### config.mk
export PLATFORM = sky130hd
export DESIGN_NAME = cal_sequencer
export DESIGN_NICKNAME = d
export VERILOG_FILES = /design/src/rtl/cal_sequencer.v
export VERILOG_INCLUDE_DIRS = /design/src /design/src/rtl
export SDC_FILE = /design/constraint.sdc
export NUM_CORES = 1
export LEC_CHECK = 0
export BUFFER_PORTS_ARGS = -buffer_cell sky130_fd_sc_hd__buf_4
export CELL_PAD_IN_SITES_DETAIL_PLACEMENT = 0
export CELL_PAD_IN_SITES_GLOBAL_PLACEMENT = 1
export CORE_MARGIN = 1.5
export CORE_UTILIZATION = 28
export DETAILED_ROUTE_END_ITERATION = 8
export HOLD_SLACK_MARGIN = 0.12
export PLACE_DENSITY_LB_ADDON = 0.1
export SLEW_MARGIN = 0
export SYNTH_ARGS = -nofsm -noshare
export SYNTH_HDL_FRONTEND = slang
export SYNTH_SLANG_ARGS = --single-unit
### constraint.sdc
create_clock -name core_clk -period 2.5 [get_ports core_clk]
set_input_delay 0.25 -clock core_clk [delete_from_list [all_inputs] [get_ports core_clk]]
set_output_delay 0.25 -clock core_clk [all_outputs]
set_load 0.05 [all_outputs]
### src/rtl/cal_seq_defines.vh
`ifndef CAL_SEQ_DEFINES_VH
`define CAL_SEQ_DEFINES_VH
// Register byte offsets.
`define REG_CTRL 12'h000
`define REG_TRIG 12'h004
`define REG_LPDLY 12'h008
`define REG_STATUS 12'h00C
`define REG_TRIM_A 12'h010
`define REG_TRIM_B 12'h014
// Control register fields.
`define CTRL_TRIG_SEL 0
`define CTRL_BG_EN 1
`define CTRL_LOW_POWER_BG_ENABLE 2
`define CTRL_LP_SW 3
`define CTRL_FG_OS 4
`define CTRL_BG_OS 5
`define CTRL_SINGLE 6
`define CTRL_SEL_B 7
// Trigger register field.
`define TRIG_SOFT 0
// Status register fields.
`define ST_DONE 0
`define ST_BUSY 1
`define ST_FG_ACT 2
`define ST_SPARE_LO 4
`define ST_SLEEP 6
// Reset values.
`define CTRL_RST 8'h00
`define LPDLY_RST 32'h0010_0010
`define TRIM_RST 12'h800
// Mid-scale output code in two's complement.
`define MID_CODE 12'h000
`endif

### src/rtl/cal_sequencer.v
`timescale 1ns/1ps
`include "cal_seq_defines.vh"
module cal_sequencer
#(
	parameter BANK_CYCLES = 64,
	parameter OS_CYCLES = 256,
	parameter [11:0] FACTORY_TRIM_A = `TRIM_RST,
	parameter [11:0] FACTORY_TRIM_B = `TRIM_RST
)
(
	input wire core_clk,
	input wire rstn,
	input wire psel,
	input wire penable,
	input wire pwrite,
	input wire [11:0] paddr,
	input wire [31:0] pwdata,
	output reg [31:0] prdata,
	output wire pready,
	output wire pslverr,
	input wire cal_trigger_pin,
	input wire [11:0] sample_a,
	input wire [11:0] sample_b,
	input wire [11:0] sample_c,
	input wire [11:0] os_error_a,
	input wire [11:0] os_error_b,
	output reg [11:0] out_a,
	output reg [11:0] out_b,
	output reg [2:0] core_online,
	output reg [2:0] core_powered,
	output reg [5:0] bank_cal_active,
	output reg [1:0] core_a_input,
	output reg [1:0] core_b_input,
	output reg foreground_done_flag
);
	// Sequencer states.
	localparam S_IDLE = 3'd0;
	localparam S_FG_BANK = 3'd1;
	localparam S_FG_OS = 3'd2;
	localparam S_BG_SLEEP = 3'd3;
	localparam S_BG_WAKE = 3'd4;
	localparam S_BG_BANK = 3'd5;
	localparam S_BG_OS = 3'd6;
	localparam S_BG_SWAP = 3'd7;
	// Reset image of the delay register; both halves reset alike.
	localparam [31:0] LPDLY_INIT = `LPDLY_RST;

	reg [7:0] ctrl_r; // Mode and option bits.
	reg software_cal_trigger_r; // Software trigger bit, a level.
	reg [15:0] spare_sleep_delay_r; // Sleep cycles for the spare core.
	reg [15:0] spare_wake_delay_r; // Stabilisation cycles after wake.
	reg [11:0] trim_a_r; // Input offset trim for input A.
	reg [11:0] trim_b_r; // Input offset trim for input B.
	reg [2:0] state_r;
	reg [15:0] cnt_r; // Counter for the current phase; counts up in bank and offset phases, down in sleep and wake.
	reg [2:0] bank_r; // Bank under calibration, 0 to 5.
	reg [1:0] spare_r; // Core currently out of service.
	reg [1:0] victim_r; // Active core the spare will replace.
	reg trig_d_r; // Previous combined trigger level.
	reg fg_active_r; // Foreground calibration in progress.

	wire wr = psel & penable & pwrite;
	wire trig_sel = ctrl_r[`CTRL_TRIG_SEL];
	wire bg_en = ctrl_r[`CTRL_BG_EN];
	wire low_power_bg_enable = ctrl_r[`CTRL_LOW_POWER_BG_ENABLE];
	wire lp_user = ctrl_r[`CTRL_LP_SW];
	// Select picks the pin when high, the software bit when low.
	wire trig_lvl = trig_sel ? cal_trigger_pin :
		software_cal_trigger_r;
	wire trig_rise = trig_lvl & ~trig_d_r;
	// Offset engine owns the trims while any offset calibration is enabled.
	wire os_busy = ctrl_r[`CTRL_FG_OS] | ctrl_r[`CTRL_BG_OS];

	// The bus never stalls and never reports an error.
	assign pready = 1'b1;
	assign pslverr = 1'b0;

	// Pick the next core to be replaced. The order C, A, B, C keeps every
	// core in the rotation; always sparing A and B in turn would leave C
	// serving for ever on its power-up calibration.
	function [1:0] next_victim;
		input [1:0] spare;
		begin
			case (spare)
				2'd2: next_victim = 2'd0;
				2'd0: next_victim = 2'd1;
				default: next_victim = 2'd2;
			endcase
		end
	endfunction

	// Read mux; unmapped addresses return zero.
	always @*
	begin
		prdata = 32'h0000_0000;
		case (paddr)
			`REG_CTRL: prdata = {24'h000000, ctrl_r};
			`REG_TRIG: prdata = {31'h0, software_cal_trigger_r};
			`REG_LPDLY: prdata = {spare_wake_delay_r, spare_sleep_delay_r};
			`REG_STATUS: prdata = {25'h0, state_r == S_BG_SLEEP,
				1'b0, spare_r, fg_active_r, state_r != S_IDLE,
				foreground_done_flag};
			`REG_TRIM_A: prdata = {20'h00000, trim_a_r};
			`REG_TRIM_B: prdata = {20'h00000, trim_b_r};
			default: prdata = 32'h0000_0000;
		endcase
	end

	// Register writes; trim writes are dropped while offset cal owns them.
	always @(posedge core_clk or negedge rstn)
	begin
		if (!rstn)
		begin
			ctrl_r <= `CTRL_RST;
			software_cal_trigger_r <= 1'b0;
			spare_sleep_delay_r <= LPDLY_INIT[15:0];
			spare_wake_delay_r <= LPDLY_INIT[31:16];
		end
		else if (wr)
		begin
			if (paddr == `REG_CTRL)
				ctrl_r <= pwdata[7:0];
			if (paddr == `REG_TRIG)
				software_cal_trigger_r <= pwdata[`TRIG_SOFT];
			if (paddr == `REG_LPDLY)
			begin
				spare_sleep_delay_r <= pwdata[15:0];
				spare_wake_delay_r <= pwdata[31:16];
			end
		end
	end

	// Main calibration sequencer.
	always @(posedge core_clk or negedge rstn)
	begin
		if (!rstn)
		begin
			// Reset lands in bank calibration: power-up calibration.
			state_r <= S_FG_BANK;
			cnt_r <= 16'h0000;
			bank_r <= 3'd0;
			spare_r <= 2'd2;
			victim_r <= 2'd0;
			trig_d_r <= 1'b0;
			fg_active_r <= 1'b1;
			foreground_done_flag <= 1'b0;
			// Per-device factory image, set per build.
			trim_a_r <= FACTORY_TRIM_A;
			trim_b_r <= FACTORY_TRIM_B;
		end
		else
		begin
			trig_d_r <= trig_lvl;
			// Software may adjust trims only when offset cal is off.
			if (wr && !os_busy && paddr == `REG_TRIM_A)
				trim_a_r <= pwdata[11:0];
			if (wr && !os_busy && paddr == `REG_TRIM_B)
				trim_b_r <= pwdata[11:0];
			case (state_r)
				S_IDLE:
				begin
					if (bg_en)
					begin
						// Background entered by its enable bit.
						victim_r <= next_victim(spare_r);
						cnt_r <= spare_sleep_delay_r;
						if (low_power_bg_enable)
							state_r <= S_BG_SLEEP;
						else
						begin
							state_r <= S_BG_BANK;
							cnt_r <= 16'h0000;
						end
						bank_r <= {spare_r, 1'b0};
					end
					else if (trig_rise)
					begin
						// Start foreground; done clears at start.
						state_r <= S_FG_BANK;
						fg_active_r <= 1'b1;
						foreground_done_flag <= 1'b0;
						bank_r <= 3'd0;
						cnt_r <= 16'h0000;
					end
				end
				S_FG_BANK:
				begin
					// Each bank gets a fixed calibration slot.
					if (cnt_r == BANK_CYCLES[15:0] - 16'd1)
					begin
						cnt_r <= 16'h0000;
						if (bank_r == 3'd5)
							state_r <= ctrl_r[`CTRL_FG_OS] ?
								S_FG_OS : S_IDLE;
						else
							bank_r <= bank_r + 3'd1;
						if (bank_r == 3'd5 && !ctrl_r[`CTRL_FG_OS])
						begin
							fg_active_r <= 1'b0;
							foreground_done_flag <= 1'b1;
						end
					end
					else
						cnt_r <= cnt_r + 16'd1;
				end
				S_FG_OS:
				begin
					// One offset pass, results into trims.
					if (cnt_r == OS_CYCLES[15:0] - 16'd1)
					begin
						trim_a_r <= trim_a_r - os_error_a;
						trim_b_r <= trim_b_r - os_error_b;
						fg_active_r <= 1'b0;
						foreground_done_flag <= 1'b1;
						state_r <= S_IDLE;
					end
					else
						cnt_r <= cnt_r + 16'd1;
				end
				S_BG_SLEEP:
				begin
					// Auto mode sleeps; user mode waits for trigger.
					if (!bg_en)
						state_r <= S_IDLE;
					else if (lp_user ? trig_rise : (cnt_r == 16'h0000))
					begin
						state_r <= S_BG_WAKE;
						cnt_r <= spare_wake_delay_r;
					end
					else if (cnt_r != 16'h0000)
						cnt_r <= cnt_r - 16'd1;
				end
				S_BG_WAKE:
				begin
					// Let the woken core settle before calibration.
					if (cnt_r == 16'h0000)
						state_r <= S_BG_BANK;
					else
						cnt_r <= cnt_r - 16'd1;
				end
				S_BG_BANK:
				begin
					// Calibrate both banks of the spare core.
					if (cnt_r == BANK_CYCLES[15:0] - 16'd1)
					begin
						cnt_r <= 16'h0000;
						if (bank_r[0])
							state_r <= ctrl_r[`CTRL_BG_OS] ?
								S_BG_OS : S_BG_SWAP;
						else
							bank_r <= bank_r + 3'd1;
					end
					else
						cnt_r <= cnt_r + 16'd1;
				end
				S_BG_OS:
				begin
					// Offset correction repeated each rotation.
					if (cnt_r == OS_CYCLES[15:0] - 16'd1)
					begin
						trim_a_r <= trim_a_r - os_error_a;
						trim_b_r <= trim_b_r - os_error_b;
						state_r <= S_BG_SWAP;
					end
					else
						cnt_r <= cnt_r + 16'd1;
				end
				S_BG_SWAP:
				begin
					// Spare takes over; displaced core becomes spare.
					spare_r <= victim_r;
					state_r <= S_IDLE;
				end
				default: state_r <= S_IDLE;
			endcase
		end
	end

	// Output path: mid-code in foreground, else online core data.
	always @(posedge core_clk or negedge rstn)
	begin
		if (!rstn)
		begin
			out_a <= `MID_CODE;
			out_b <= `MID_CODE;
		end
		else if (fg_active_r)
		begin
			out_a <= `MID_CODE;
			out_b <= `MID_CODE;
		end
		else
		begin
			// Core C stands in for whichever of A or B is spare.
			out_a <= (spare_r == 2'd0) ? sample_c : sample_a;
			out_b <= (spare_r == 2'd1) ? sample_c : sample_b;
		end
	end

	// Core status, bank activity and input routing.
	always @(posedge core_clk or negedge rstn)
	begin
		if (!rstn)
		begin
			core_online <= 3'b000;
			core_powered <= 3'b111;
			bank_cal_active <= 6'b000000;
			core_a_input <= 2'd0;
			core_b_input <= 2'd1;
		end
		else
		begin
			// Cores offline during foreground; one spare otherwise.
			core_online <= fg_active_r ? 3'b000 :
				~(3'b001 << spare_r);
			// Spare powered down only while sleeping.
			core_powered <= (state_r == S_BG_SLEEP) ?
				~(3'b001 << spare_r) : 3'b111;
			// One bank at a time; banks 2k,2k+1 form core k.
			bank_cal_active <= (state_r == S_FG_BANK ||
				state_r == S_BG_BANK) ? (6'b000001 << bank_r) :
				6'b000000;
			// Dual: A to input A, B to input B; single: both same.
			core_a_input <= ctrl_r[`CTRL_SINGLE] ?
				{1'b0, ctrl_r[`CTRL_SEL_B]} : 2'd0;
			core_b_input <= ctrl_r[`CTRL_SINGLE] ?
				{1'b0, ctrl_r[`CTRL_SEL_B]} : 2'd1;
		end
	end
endmodule // cal_sequencer

==> impl_metrics.toml <==
[worst_setup_path]
arrival_ns = 2.80
cpMaxStageDelayCell = "or4b_4"
path_buf_inv = 2
criticalPathCategory = "reg -> reg"
crit_path_start_kind = "register"
crit_chain = "inv_2 -> ha_4 -> or4b_4 -> nor4_4 -> buf_4 -> mux2i_4 -> a311oi_4 -> o21ai_2 -> a221o_1"
end_kind = "register"
cp_max_fo = 5
cp_top_family = "simple AND/OR/NAND/NOR gates"
slowest_delay_ns = 0.49
cp.required_ns = 2.81

[finish]
final_common_cell = "buf_4"
nFillCells = 2839
layout-drive-gt1-share_pct = 35.71
syn2layout_area_growth_pct = 52.14
stdcell_count = 1605
stdcell_area_mm2 = 0.01234
fin_nets = 1349
antenna_cells = 0
seq_area_mm2 = 0.003317
multi_input_area_mm2 = 0.004666
final_cell_mix = "buf_4, dfrtp_1, nand2_1"

[power]
p_leak_nw = 5.889
ir_drop_v = 0.0004191
pwr_density_cell_mw_per_mm2 = 434.7

[flow_run]
max_cap_violations = 0

[logic_synthesis]
mappedNetlistArea_mm2 = 0.008112
avgSynthCellArea_um2 = 9.281
syn_inst = 874
ys_ff_latch = 132
ys_seq_area_share_pct = 40.89
synth_edf_count = 0
synthFlopType = "dfrtp_1"
ys_async_sr_fraction_pct = 100.0
synth-warning-count = 0
ys_types = 72

[die]
core_mm2 = 0.02863
die_area_mm2 = 0.03000
die_x_um = 173.2
ios = 185
die_y_um = 173.2
rows = 62
initial_core_util_pct = 28.34

[grt]
antenna_found_initial = 0
overflow = 0
grt_use_total_pct = 19.68
grt_pass1_wl_um = 46010
grt_max_degree = 49
grt_pass1_vias = 8066

[cts]
clk_pin_slew_worst_paths_ns = 0.07
cts_tree = "built"
cts_num_sinks = 132
cts_root_buf = "clkbuf_16"
cts_buffer_depth = 2
htree_levels = 4
clk_latency_ns = 0.43
cts_buffers = 17

[routing]
wl_met1_um = 14090
dr.first_iter.drc_count = 345
via_per_inst = 4.989
vias = 8007
wirelength_um = 29540
highest_layer = "met4"
wl_per_cell_um = 18.40
route.detailed.drc = 0
dr_wl_met3_um = 835
dr_wl_met2_um = 14200
antenna_left = 0
drtPass1Iterations = 6

[timing]
min_period_over_period_pct = 99.61
rsz0062_at_grt = "yes"
hold_violations = 0
holdWs_ns = 0.1342
slew_violations = 0
tightest_slew_ns = 0.5430
fin_ws_ns = 0.009823
fin_crit_ns = 2.490
clock.fmax_ghz = 0.4016
tns_ns = 0
final-setup-viol-count = 0
maxSlewHeadroom_pct = 63.80
skew_ns = 0.01234

[place]
place_congestion = 0.8389
placed_area_mm2 = 0.01064
place_inst = 1486
dp_hpwl_um = 21730
port_buffers = 180
place_ws_ns = -0.09475

[hold_path]
hold_class = "in -> reg"

[outcome]
status = "complete, no violations"
-- per-stage QoR --
stage	util (%)	total power (W)
3_5_place_dp	37.16	0.002652
3_3_place_gp	37.16	0.002653
2_1_floorplan	-	0.002382
6_report	43.11	0.005365
5_1_grt	43.11	0.005557
4_1_cts	42.05	0.005419
-- flip-flops by register name, summed over array words and instances, names as in the netlist, 2 cells and up --
register,count
bank_cal_active,6
bank_r,3
cnt_r,16
core_online,3
core_powered,3
ctrl_r,8
out_a,12
out_b,12
spare_r,2
spare_sleep_delay_r,16
spare_wake_delay_r,16
state_r,3
trim_a_r,12
trim_b_r,12
victim_r,2
-- metal layers --
layer	GRT usage (%)	up-vias
met5	0	-
met1	26.60	3927
met4	5.399	0
met3	2.858	29
met2	32.81	176
li1	-	3875
-- area by class of cell --
type                       instances  area share (%)
multi-input combinational        651           37.81
inverter                          46           1.399
timing repair buffer             360           25.04
clock buffer                      19           3.670
tap                              384           3.893
clock inverter                    13           1.308
sequential                       132           26.88
-- cell usage after synthesis, drive strengths merged, types with 5 or more instances --
cell | n | area share, %
a211oi | 8 | 0.74
a21oi | 74 | 4.6
a221oi | 11 | 1.2
a222oi | 8 | 0.99
a22o | 8 | 0.86
a22oi | 12 | 1.1
a31oi | 7 | 0.54
and2 | 25 | 1.9
and3 | 14 | 1.1
buf | 20 | 1.5
clkbuf | 27 | 1.2
dfrtp | 121 | 37
dfstp | 11 | 3.6
ha | 29 | 4.5
inv | 46 | 2.1
mux2 | 49 | 6.8
mux2i | 17 | 2.3
nand2 | 95 | 4.4
nand2b | 12 | 0.93
nand3 | 20 | 1.2
nor2 | 44 | 2.0
nor2b | 9 | 0.69
nor3 | 25 | 1.6
nor4 | 14 | 1.4
o211ai | 8 | 0.74
o21ai | 50 | 3.1
o21bai | 5 | 0.46
o221ai | 6 | 0.65
o22ai | 5 | 0.39
o31ai | 5 | 0.46
or3 | 11 | 0.85
or4 | 5 | 0.56
xnor2 | 12 | 1.3
xor2 | 5 | 0.54
-- what timing repair did --
| action | CTS | global route |
|---|---|---|
| pin swaps | 2 | 23 |
| gates resized for setup | 3 | 57 |
| setup endpoints to repair | 13 | 26 |
| setup buffers | 2 | 8 |
| hold buffers | 75 | 0 |
| gates cloned | 0 | 2 |
| hold endpoints to repair | 134 | 0 |
-- final timing paths --
| path | end | startpoint | cells past startpoint | slack (ns) |
|---|---|---|---|---|
| max | state_r[1]$_DFFE_PN0P_ | cnt_r[0]$_DFFE_PN0P_ | 9 | 0.01 |
| min | ctrl_r[4]$_DFFE_PN0P_ | pwdata[4] | 2 | 0.13 |
| max reg2reg | state_r[1]$_DFFE_PN0P_ | cnt_r[0]$_DFFE_PN0P_ | 9 | 0.01 |
| min reg2reg | core_b_input[0]$_DFF_PN1_ | ctrl_r[6]$_DFFE_PN0P_ | 1 | 0.46 |
| max in group asynchronous | spare_wake_delay_r[4]$_DFFE_PN1P_ | rstn | 3 | 1.46 |
| min in group asynchronous | out_b[8]$_DFF_PN0_ | rstn | 2 | 0.28 |
-- logic make-up after synthesis --
logic type	count (synthesis)	synth area share, %
flip-flops	132	40.89
adder cells (fa/ha/maj)	31	4.967
multiplexers	66	9.054
buffers and inverters	93	4.843
other	2	0.09258
XOR/XNOR	17	1.836
AND/OR/NAND/NOR	291	18.37
AO/OA/AOI/OAI	242	19.95
-- power by group --
group | switching, W | internal [W]
clock network | 0.00113 | 0.00156
registers | 0.0000126 | 0.00215
logic | 0.000253 | 0.000267
total | 0.00139 | 0.00397
Power figures use the tool's default switching activity.
